File: src/verilog/sfp_pkg.sv
// Shared types and constants for the serial flash pin front end.
// Assumes a single system clock; all pin traffic is sampled by it.
package sfp_pkg;

	// ****************************************
	// Lane roles
	// ****************************************
	typedef enum logic [1:0] {
		SFP_LANES_SINGLE = 2'h0,
		SFP_LANES_DUAL   = 2'h1,
		SFP_LANES_QUAD   = 2'h3
	} sfp_lane_mode_t;

	// Interface state, Gray along unarmed, idle, selected, paused
	typedef enum logic [1:0] {
		SFP_ST_UNARMED  = 2'h0,
		SFP_ST_IDLE     = 2'h1,
		SFP_ST_SELECTED = 2'h3,
		SFP_ST_PAUSED   = 2'h2
	} sfp_state_t;

	// ****************************************
	// Pin drive bundle
	// ****************************************
	typedef struct packed {
		logic [3:0] dout;
		logic [3:0] oe_n;
	} sfp_lane_drv_t;

	localparam int         SFP_BYTE_W     = 8;
	localparam int         SFP_FIFO_DEPTH = 16;
	localparam logic [7:0] SFP_IDLE_FILL  = 8'hFF;
	localparam logic [3:0] SFP_OE_NONE    = 4'hF;
	localparam logic [3:0] SFP_OE_SINGLE  = 4'hD;
	localparam logic [3:0] SFP_OE_DUAL    = 4'hC;
	localparam logic [3:0] SFP_OE_QUAD    = 4'h0;
	localparam logic [3:0] SFP_RST_DOUT   = 4'h0;

endpackage : sfp_pkg

File: src/verilog/sfp_fifo.sv
// Synchronous FIFO with valid/ready on both sides.
// Assumes writer and reader share clk_i; depth is a power of two.
`timescale 1ns/1ps
module sfp_fifo #(
	parameter int WIDTH = 8,
	parameter int DEPTH = 16
) (
	// Clock and reset
	input  wire logic             clk_i,
	input  wire logic             sys_rst_i,
	// Fill side
	input  wire logic             s_valid_i,
	input  wire logic [WIDTH-1:0] s_data_i,
	output logic                  s_ready_o,
	// Drain side
	output logic                  m_valid_o,
	output logic      [WIDTH-1:0] m_data_o,
	input  wire logic             m_ready_i
);
	localparam int AW = $clog2(DEPTH);

	logic [WIDTH-1:0] mem_reg [DEPTH];
	logic [AW-1:0]    wr_ptr_reg;
	logic [AW-1:0]    rd_ptr_reg;
	logic [AW:0]      count_reg;
	logic             push;
	logic             pop;

	assign s_ready_o = (count_reg != (AW+1)'(DEPTH));
	assign m_valid_o = (count_reg != '0);
	assign m_data_o  = mem_reg[rd_ptr_reg];
	assign push      = s_valid_i && s_ready_o;
	assign pop       = m_ready_i && m_valid_o;

	always_ff @(posedge clk_i) begin
		if (push) begin
			mem_reg[wr_ptr_reg] <= s_data_i;
		end
	end

	always_ff @(posedge clk_i or posedge sys_rst_i) begin
		if (sys_rst_i) begin
			wr_ptr_reg <= '0;
			rd_ptr_reg <= '0;
			count_reg  <= '0;
		end else begin
			if (push) begin
				wr_ptr_reg <= wr_ptr_reg + 1'b1;
			end
			if (pop) begin
				rd_ptr_reg <= rd_ptr_reg + 1'b1;
			end
			if (push && !pop) begin
				count_reg <= count_reg + 1'b1;
			end else if (pop && !push) begin
				count_reg <= count_reg - 1'b1;
			end
		end
	end

endmodule : sfp_fifo

File: src/verilog/sfp_pin_front.sv
// Pin-level front end of a serial NOR flash: select, lanes, pause, guard.
// Assumes an instruction decoder beside it supplies lane mode, output phase,
// status lock bits and busy; the serial clock is oversampled by clk_i.
//
// Contract
// RULE1: Chip select high: unselected, inputs ignored, all outputs high impedance.
// RULE2: Deselected and no internal operation running gives standby.
// RULE3: Chip select low enables the device, active power state.
// RULE4: After reset nothing starts before a chip select falling edge.
// RULE5: Instruction, address and data bits captured on serial clock rise.
// RULE6: Output data changes only after a serial clock fall.
// RULE7: Single mode: lane 0 input only, lane 1 output only.
// RULE8: Dual and quad: lanes 0 and 1 bidirectional, in rising, out falling.
// RULE9: Quad: write-guard pin is lane 2, pause pin is lane 3.
// RULE10: Guard low with locks 0 and 1 refuses status writes.
// RULE11: Same lock makes protected regions reject modification.
// RULE12: Four-lane enable disables the write-guard function.
// RULE13: Pause only valid while chip select stays low.
// RULE14: Pause starts on pause fall with clock low, else at clock low.
// RULE15: Pause ends on pause rise with clock low, else at clock low.
// RULE16: Pause leaves internal status-write, program or erase running.
// RULE17: While paused output is high impedance, input and clock ignored.
// RULE18: Chip select rising while paused resets the interface.
// RULE19: Both clock modes 0 and 3 work.
// RULE20: Host holds chip select low through the whole instruction.
`timescale 1ns/1ps
module sfp_pin_front #(
	parameter int TX_DEPTH = sfp_pkg::SFP_FIFO_DEPTH
) (
	// Clock and reset
	input  wire logic                   clk_i,
	input  wire logic                   sys_rst_i,
	// Flash pins
	input  wire logic                   sclk_i,
	input  wire logic                   cs_n_i,
	input  wire logic [3:0]             data_lane_i,
	output sfp_pkg::sfp_lane_drv_t      data_lane_o,
	// Decoder control
	input  sfp_pkg::sfp_lane_mode_t     lane_mode_i,
	input  wire logic                   drive_out_i,
	input  wire logic                   internal_busy_i,
	input  wire logic                   status_lock_upper_i,
	input  wire logic                   status_lock_lower_i,
	input  wire logic                   four_lane_enable_i,
	input  wire logic                   status_write_req_i,
	input  wire logic                   region_protected_i,
	// Outgoing byte stream
	input  wire logic                   tx_valid_i,
	input  wire logic [7:0]             tx_data_i,
	output logic                        tx_ready_o,
	// Incoming byte stream
	output logic                        rx_valid_o,
	output logic [7:0]                  rx_data_o,
	// Status
	output logic                        selected_o,
	output logic                        standby_o,
	output logic                        paused_o,
	output logic                        frame_abort_o,
	output logic                        status_write_ok_o,
	output logic                        status_write_refused_o,
	output logic                        region_write_refused_o
);
	// ****************************************
	// Pin synchronisers
	// ****************************************
	logic [5:0] sync1_reg;
	logic [5:0] sync2_reg;
	logic       sclk_d_reg;
	logic       cs_d_reg;
	logic       sclk_s;
	logic       cs_s;
	logic [3:0] lane_s;

	always_ff @(posedge clk_i or posedge sys_rst_i) begin
		if (sys_rst_i) begin
			// Select reads low in reset: a pin held low never fakes an arming edge
			sync1_reg  <= 6'h1F;
			sync2_reg  <= 6'h1F;
			sclk_d_reg <= 1'b0;
			cs_d_reg   <= 1'b0;
		end else begin
			sync1_reg  <= {cs_n_i, sclk_i, data_lane_i};
			sync2_reg  <= sync1_reg;
			sclk_d_reg <= sync2_reg[4];
			cs_d_reg   <= sync2_reg[5];
		end
	end

	assign cs_s   = sync2_reg[5];
	assign sclk_s = sync2_reg[4];
	assign lane_s = sync2_reg[3:0];

	logic sclk_rise;
	logic sclk_fall;
	logic cs_fall;
	logic quad;
	logic hold_low;

	// RULE5 rise detect
	assign sclk_rise = sclk_s && !sclk_d_reg;
	// RULE6 fall detect
	assign sclk_fall = !sclk_s && sclk_d_reg;
	assign cs_fall   = !cs_s && cs_d_reg;
	assign quad      = (lane_mode_i == sfp_pkg::SFP_LANES_QUAD);
	// RULE9 pause pin is data in quad
	assign hold_low  = !lane_s[3] && !quad;

	// ****************************************
	// Select and pause state
	// ****************************************
	sfp_pkg::sfp_state_t state_reg;
	logic                active;

	always_ff @(posedge clk_i or posedge sys_rst_i) begin
		if (sys_rst_i) begin
			state_reg <= sfp_pkg::SFP_ST_UNARMED;
		end else begin
			case (state_reg)
				// RULE4 wait for a select edge
				sfp_pkg::SFP_ST_UNARMED: begin
					if (cs_fall) begin
						state_reg <= sfp_pkg::SFP_ST_SELECTED;
					end
				end
				// RULE3 select on low
				sfp_pkg::SFP_ST_IDLE: begin
					if (!cs_s) begin
						state_reg <= sfp_pkg::SFP_ST_SELECTED;
					end
				end
				// RULE13 pause only from selected
				sfp_pkg::SFP_ST_SELECTED: begin
					if (cs_s) begin
						state_reg <= sfp_pkg::SFP_ST_IDLE;
					// RULE14 enter pause at clock low
					end else if (hold_low && !sclk_s) begin
						state_reg <= sfp_pkg::SFP_ST_PAUSED;
					end
				end
				sfp_pkg::SFP_ST_PAUSED: begin
					// RULE18 deselect resets interface
					if (cs_s) begin
						state_reg <= sfp_pkg::SFP_ST_IDLE;
					// RULE15 leave pause at clock low
					end else if (!hold_low && !sclk_s) begin
						state_reg <= sfp_pkg::SFP_ST_SELECTED;
					end
				end
				default: begin
					state_reg <= sfp_pkg::SFP_ST_UNARMED;
				end
			endcase
		end
	end

	// RULE17 paused ignores clock and input
	assign active = (state_reg == sfp_pkg::SFP_ST_SELECTED);

	// ****************************************
	// Receive shifter
	// ****************************************
	logic [7:0] rx_sh_reg;
	logic [2:0] rx_cnt_reg;
	logic       seen_rise_reg;
	logic [7:0] rx_sh_next;
	logic [2:0] rx_cnt_next;
	logic       rx_take;

	// RULE8 lanes inward only outside the output phase
	assign rx_take = active && sclk_rise && !drive_out_i;

	always_comb begin
		rx_sh_next  = rx_sh_reg;
		rx_cnt_next = rx_cnt_reg;
		case (lane_mode_i)
			// RULE7 single takes lane 0 only
			sfp_pkg::SFP_LANES_SINGLE: begin
				rx_sh_next  = {rx_sh_reg[6:0], lane_s[0]};
				rx_cnt_next = rx_cnt_reg + 3'h1;
			end
			sfp_pkg::SFP_LANES_DUAL: begin
				rx_sh_next  = {rx_sh_reg[5:0], lane_s[1:0]};
				rx_cnt_next = rx_cnt_reg + 3'h2;
			end
			sfp_pkg::SFP_LANES_QUAD: begin
				rx_sh_next  = {rx_sh_reg[3:0], lane_s};
				rx_cnt_next = rx_cnt_reg + 3'h4;
			end
			default: begin
				rx_sh_next  = rx_sh_reg;
				rx_cnt_next = rx_cnt_reg;
			end
		endcase
	end

	always_ff @(posedge clk_i or posedge sys_rst_i) begin
		if (sys_rst_i) begin
			rx_sh_reg     <= 8'h00;
			rx_cnt_reg    <= 3'h0;
			seen_rise_reg <= 1'b0;
			rx_valid_o    <= 1'b0;
			rx_data_o     <= 8'h00;
		end else begin
			rx_valid_o <= 1'b0;
			// RULE1 deselect drops partial bits
			if (state_reg != sfp_pkg::SFP_ST_SELECTED &&
			    state_reg != sfp_pkg::SFP_ST_PAUSED) begin
				rx_sh_reg     <= 8'h00;
				rx_cnt_reg    <= 3'h0;
				seen_rise_reg <= 1'b0;
			end else if (rx_take) begin
				// RULE5 capture on rise
				rx_sh_reg     <= rx_sh_next;
				rx_cnt_reg    <= rx_cnt_next;
				seen_rise_reg <= 1'b1;
				if (rx_cnt_next == 3'h0) begin
					rx_valid_o <= 1'b1;
					rx_data_o  <= rx_sh_next;
				end
			end else if (active && sclk_rise) begin
				seen_rise_reg <= 1'b1;
			end
		end
	end

	// ****************************************
	// Transmit path
	// ****************************************
	logic       fifo_valid;
	logic [7:0] fifo_data;
	logic       fifo_pop;
	logic       fifo_ready;
	logic [7:0] tx_sh_reg;
	logic [3:0] tx_left_reg;
	logic       tx_step;
	logic       tx_load;
	logic [7:0] tx_word;
	logic [3:0] tx_bits;

	sfp_fifo #(
		.WIDTH (sfp_pkg::SFP_BYTE_W),
		.DEPTH (TX_DEPTH)
	) u_tx_fifo (
		.clk_i     (clk_i),
		.sys_rst_i (sys_rst_i),
		.s_valid_i (tx_valid_i),
		.s_data_i  (tx_data_i),
		.s_ready_o (fifo_ready),
		.m_valid_o (fifo_valid),
		.m_data_o  (fifo_data),
		.m_ready_i (fifo_pop)
	);

	// RULE19 mode 3 idles high, so a fall before any rise is skipped
	assign tx_step  = active && sclk_fall && seen_rise_reg && drive_out_i;
	assign tx_load  = tx_step && (tx_left_reg == 4'h0);
	assign fifo_pop = tx_load && fifo_valid;
	// Underrun sends filler rather than stalling the host clock
	assign tx_word  = tx_load ? (fifo_valid ? fifo_data : sfp_pkg::SFP_IDLE_FILL)
	                          : tx_sh_reg;

	always_comb begin
		case (lane_mode_i)
			sfp_pkg::SFP_LANES_DUAL: tx_bits = 4'h2;
			sfp_pkg::SFP_LANES_QUAD: tx_bits = 4'h4;
			default:                 tx_bits = 4'h1;
		endcase
	end

	always_ff @(posedge clk_i or posedge sys_rst_i) begin
		if (sys_rst_i) begin
			tx_sh_reg        <= 8'h00;
			tx_left_reg      <= 4'h0;
			data_lane_o.dout <= sfp_pkg::SFP_RST_DOUT;
		end else if (state_reg != sfp_pkg::SFP_ST_SELECTED &&
		             state_reg != sfp_pkg::SFP_ST_PAUSED) begin
			tx_left_reg <= 4'h0;
		end else if (tx_step) begin
			// RULE6 drive after fall
			tx_sh_reg   <= tx_word << tx_bits;
			tx_left_reg <= (tx_load ? 4'h8 : tx_left_reg) - tx_bits;
			case (lane_mode_i)
				sfp_pkg::SFP_LANES_DUAL: data_lane_o.dout <= {2'h0, tx_word[7:6]};
				sfp_pkg::SFP_LANES_QUAD: data_lane_o.dout <= tx_word[7:4];
				default:                 data_lane_o.dout <= {2'h0, tx_word[7], 1'b0};
			endcase
		end
	end

	// RULE1 outputs released unless selected and driving
	always_ff @(posedge clk_i or posedge sys_rst_i) begin
		if (sys_rst_i) begin
			data_lane_o.oe_n <= sfp_pkg::SFP_OE_NONE;
		end else if (!active || !drive_out_i) begin
			data_lane_o.oe_n <= sfp_pkg::SFP_OE_NONE;
		end else begin
			case (lane_mode_i)
				// RULE7 lane 1 is the only output
				sfp_pkg::SFP_LANES_SINGLE: data_lane_o.oe_n <= sfp_pkg::SFP_OE_SINGLE;
				// RULE8 lanes 0 and 1 outward
				sfp_pkg::SFP_LANES_DUAL:   data_lane_o.oe_n <= sfp_pkg::SFP_OE_DUAL;
				// RULE9 all four lanes outward
				sfp_pkg::SFP_LANES_QUAD:   data_lane_o.oe_n <= sfp_pkg::SFP_OE_QUAD;
				default:                   data_lane_o.oe_n <= sfp_pkg::SFP_OE_NONE;
			endcase
		end
	end

	// ****************************************
	// Status, power and write guard
	// ****************************************
	logic guard_lock;

	// RULE12 four-lane enable removes the guard
	assign guard_lock = !four_lane_enable_i && !lane_s[2] &&
	                    !status_lock_upper_i && status_lock_lower_i;

	always_ff @(posedge clk_i or posedge sys_rst_i) begin
		if (sys_rst_i) begin
			selected_o             <= 1'b0;
			standby_o              <= 1'b1;
			paused_o               <= 1'b0;
			frame_abort_o          <= 1'b0;
			status_write_ok_o      <= 1'b0;
			status_write_refused_o <= 1'b0;
			region_write_refused_o <= 1'b0;
			tx_ready_o             <= 1'b0;
		end else begin
			// RULE3 active while selected
			selected_o    <= active || (state_reg == sfp_pkg::SFP_ST_PAUSED);
			// RULE2 standby only when unarmed or idle and not busy
			// RULE16 busy is never touched by pause
			standby_o     <= !active && (state_reg != sfp_pkg::SFP_ST_PAUSED) &&
			                 !internal_busy_i;
			paused_o      <= (state_reg == sfp_pkg::SFP_ST_PAUSED);
			// RULE18 abort on deselect mid frame
			frame_abort_o <= cs_s && (state_reg == sfp_pkg::SFP_ST_PAUSED ||
			                          (active && rx_cnt_reg != 3'h0));
			// RULE10 refuse status writes
			status_write_refused_o <= guard_lock;
			status_write_ok_o      <= status_write_req_i && !guard_lock;
			// RULE11 protected regions locked
			region_write_refused_o <= guard_lock && region_protected_i;
			tx_ready_o             <= fifo_ready;
		end
	end
endmodule : sfp_pin_front

File: config.mk
export PLATFORM = sky130hd
export DESIGN_NAME = sfp_pin_front
export DESIGN_NICKNAME = d
export VERILOG_FILES = /design/src/verilog/sfp_pkg.sv /design/src/verilog/sfp_fifo.sv /design/src/verilog/sfp_pin_front.sv
export SDC_FILE = /design/constraint.sdc
export NUM_CORES = 1
export LEC_CHECK = 0
export BUFFER_PORTS_ARGS = -buffer_cell sky130_fd_sc_hd__buf_2
export CORE_MARGIN = 10
export CORE_UTILIZATION = 53
export CTS_CLUSTER_DIAMETER = 80
export DETAILED_ROUTE_END_ITERATION = 10
export PLACE_DENSITY = 0.71
export SKIP_LAST_GASP = 1
export SLEW_MARGIN = 20
export SYNTH_ARGS = -nofsm -noshare
export SYNTH_HDL_FRONTEND = slang
export SYNTH_SLANG_ARGS = --single-unit
File: constraint.sdc
create_clock -name clk_i -period 4 [get_ports clk_i]
set_input_delay 0.6 -clock clk_i [delete_from_list [all_inputs] [get_ports clk_i]]
set_output_delay 0.6 -clock clk_i [all_outputs]
set_load 0.01 [all_outputs]
==> results.py <==
metrics = {
    "logic_synthesis": {
        "synth-edff-count": 128,
        "yosysWarnings": 0,
        "synth_top_area_cell": "edfxtp_1",
        "avgSynthCellArea_sq_um": 15.5,
        "ys_ff_latch": 205,
        "seq_area_frac_synth_pct": 67.0,
        "synth.distinct_cells": 59,
        "synthesis.area_sq_um": 8640,
        "synth_area_leaders": "edfxtp_1, dfrtp_1, mux4_2",
        "synthesis.instances": 559,
        "ys_async_sr_fraction_pct": 37.6,
        "synth-main-ff-cell": "edfxtp_1",
        "synth_nets": 602,
        "synth_top_area_share_pct": 44.5,
    },
    "finish": {
        "regArea_sq_um": 5790,
        "multi_input_area_sq_um": 2630,
        "largest_reg_flops": 128,
        "drive_above_1_share_pct": 27.1,
        "area_growth_pct": 13.1,
        "finish.utilization_pct": 61.3,
        "fin_nets": 649,
        "n_antenna_cell": 0,
        "fillCellCount": 1191,
    },
    "min_path": {
        "hp-start": "sclk_i",
        "min_to": "sync1_reg[4]",
        "hold_class": "primary input to flip-flop",
        "holdPathStages": 1,
    },
    "run": {
        "drv_cap": 0,
    },
    "setup_path": {
        "r2r_slack_ns": 0.87,
        "crit_buf_inv": 2,
        "crit_path_start_kind": "flip-flop",
        "worst_r2r_path_depth": 11,
        "path_class": "flip-flop to flip-flop",
        "cpPeakStageDelay_ns": 0.60,
        "worst-path-max-fanout": 11,
        "critical_path.top_delay_family": "compound AO/OA/AOI/OAI gates",
        "cp.required_ns": 4.38,
        "critPathArrivalTime_ns": 3.51,
        "reg2reg_to": "u_tx_fifo.count_reg[4]",
        "path_cells": "or4_4, a2111oi_4, inv_2, ha_1, inv_1, ha_1, a21o_1, a21oi_1, xnor2_1, nor2_1, xnor2_1",
        "cp-startpoint": "tx_left_reg[0]",
        "r2r-start": "tx_left_reg[0]",
        "end_kind": "flip-flop",
        "crit_path_top_delay_cell": "or4_4",
    },
    "drt": {
        "drtPass1Iterations": 5,
        "met1_length_um": 7140,
        "routed_via_density": 5.81,
        "wl_per_cell_um": 20.7,
        "wl_met2_um": 8670,
        "routed_wl_um": 17300,
        "ant_nets": 0,
        "vias": 4862,
        "route.met3.wl_um": 1130,
        "top_layer": "met4",
        "first_iter_violations": 478,
        "drc": 0,
    },
    "timing": {
        "maxSlewViolCount": 0,
        "worstMarginPinSlew_ns": 1.07,
        "min_period_ns": 3.13,
        "setup_violations": 0,
        "finalSetupTns_ns": 0,
        "slew_headroom_pct": 28.6,
        "rsz0062_at_grt": "false",
        "fmax_ghz": 0.319,
        "skew_ns": 0.0101,
        "holdWs_ns": 0.198,
        "hold_viol": 0,
        "layout_setup_ws_ns": 0.869,
        "timing.final.crit_share_pct": 78.3,
    },
    "status": {
        "outcome": "completed",
    },
    "grt": {
        "first_global_vias": 4963,
        "grt_max_degree": 56,
        "antenna_found_initial": 0,
        "overflow": 0,
        "grt_use_total_pct": 16.1,
        "grt_pass1_wl_um": 27900,
    },
    "placed_design": {
        "post-dp-hpwl_um": 11400,
        "port_buffers": 50,
        "dp_worst_setup_slack_ns": 0.822,
        "place_congestion": 0.862,
    },
    "clock_network": {
        "htreeDepth": 1,
        "clk_pin_slew_ns": 0.06,
        "cts_resized": 0,
        "clk_latency_ns": 0.50,
        "cts_sinks": 205,
        "root_buffer": "clkbuf_16",
        "numCtsBuffers": 21,
        "cts_buffer_depth": 3,
        "cts_setup_buffers": 0,
        "cts_tree": "done",
        "hold_buffers": 0,
    },
    "floorplan": {
        "core_sq_um": 15900,
        "fp.dieArea_sq_um": 21800,
        "ioPinCount": 51,
        "start_util_pct": 54.2,
        "rows": 46,
        "die_y_um": 148,
        "die_w_um": 148,
    },
    "pwr": {
        "vdd_drop_max_mv": 0.378,
        "p_leak_nw": 3.61,
        "power.density_nw_per_um2": 560,
    },
}
==> cells in the mapped netlist, types with 9 or more instances <==
| cell | count |
|---|---|
| buf_2 | 9 |
| clkbuf_1 | 15 |
| dfrtp_1 | 63 |
| dfstp_2 | 14 |
| edfxtp_1 | 128 |
| ha_1 | 15 |
| inv_1 | 17 |
| mux2_2 | 11 |
| mux2i_1 | 10 |
| mux4_2 | 41 |
| nand2_1 | 44 |
| nor2_1 | 44 |
| nor3_1 | 10 |
| o21ai_0 | 22 |
| xnor2_1 | 15 |
==> power by group <==
group	internal (mW)	switching, mW
combinational	0.398	0.478
clock	1.15	0.767
sequential	2.50	0.180
==> layer usage <==
metal | up-vias | track usage, %
met4 | 0 | 4.31
met2 | 158 | 27.4
li1 | 2181 | -
met1 | 2490 | 20.3
met3 | 33 | 3.82
met5 | - | 0
==> worst max path at each step <==
stage	slack (ns)	to	cells after the start
3_5_place_dp	0.82	u_tx_fifo.count_reg[4]	12
5_1_grt	0.64	u_tx_fifo.count_reg[4]	11
2_1_floorplan	1.18	u_tx_fifo.count_reg[4]	12
4_1_cts	0.87	u_tx_fifo.count_reg[4]	11
6_report	0.87	u_tx_fifo.count_reg[4]	11
3_3_place_gp	0.94	u_tx_fifo.count_reg[4]	12
==> logic make-up after synthesis <==
group / after synthesis / synth area share, %
compound gates: 59 / 4.68
xor+xnor: 16 / 1.62
fa+ha+maj: 17 / 2.64
buf+inv: 55 / 2.79
flops: 205 / 67.0
mux: 62 / 13.3
simple gates: 145 / 8.01
==> metrics by stage <==
stage	instances	area, sq um	total power, mW
2_1_floorplan	559	8640	3.31
3_3_place_gp	799	9090	3.55
3_5_place_dp	799	9090	3.60
4_1_cts	837	9770	5.52
5_1_grt	837	9770	5.73
6_report	837	9770	5.47
==> layout make-up <==
cell class / instances / area share [%]
clock inverters: 2 / 0.397
inverters: 19 / 0.743
flip-flops and latches: 205 / 59.2
multi-input cells: 299 / 27.0
repair buffers: 60 / 3.33
clock buffers: 36 / 6.57
well taps: 216 / 2.77
==> cell usage in the layout (no fill, tap or decap), types with 14 or more instances in the layout <==
cell and count:
nand2_1 44, dfrtp_1 63, o21ai_0 22, ha_1 15
buf_2 50, xnor2_1 15, mux4_2 41, clkbuf_16 21
edfxtp_1 128, inv_1 16, nor2_1 43, dfstp_2 14
(Power assumes the default switching activity.)
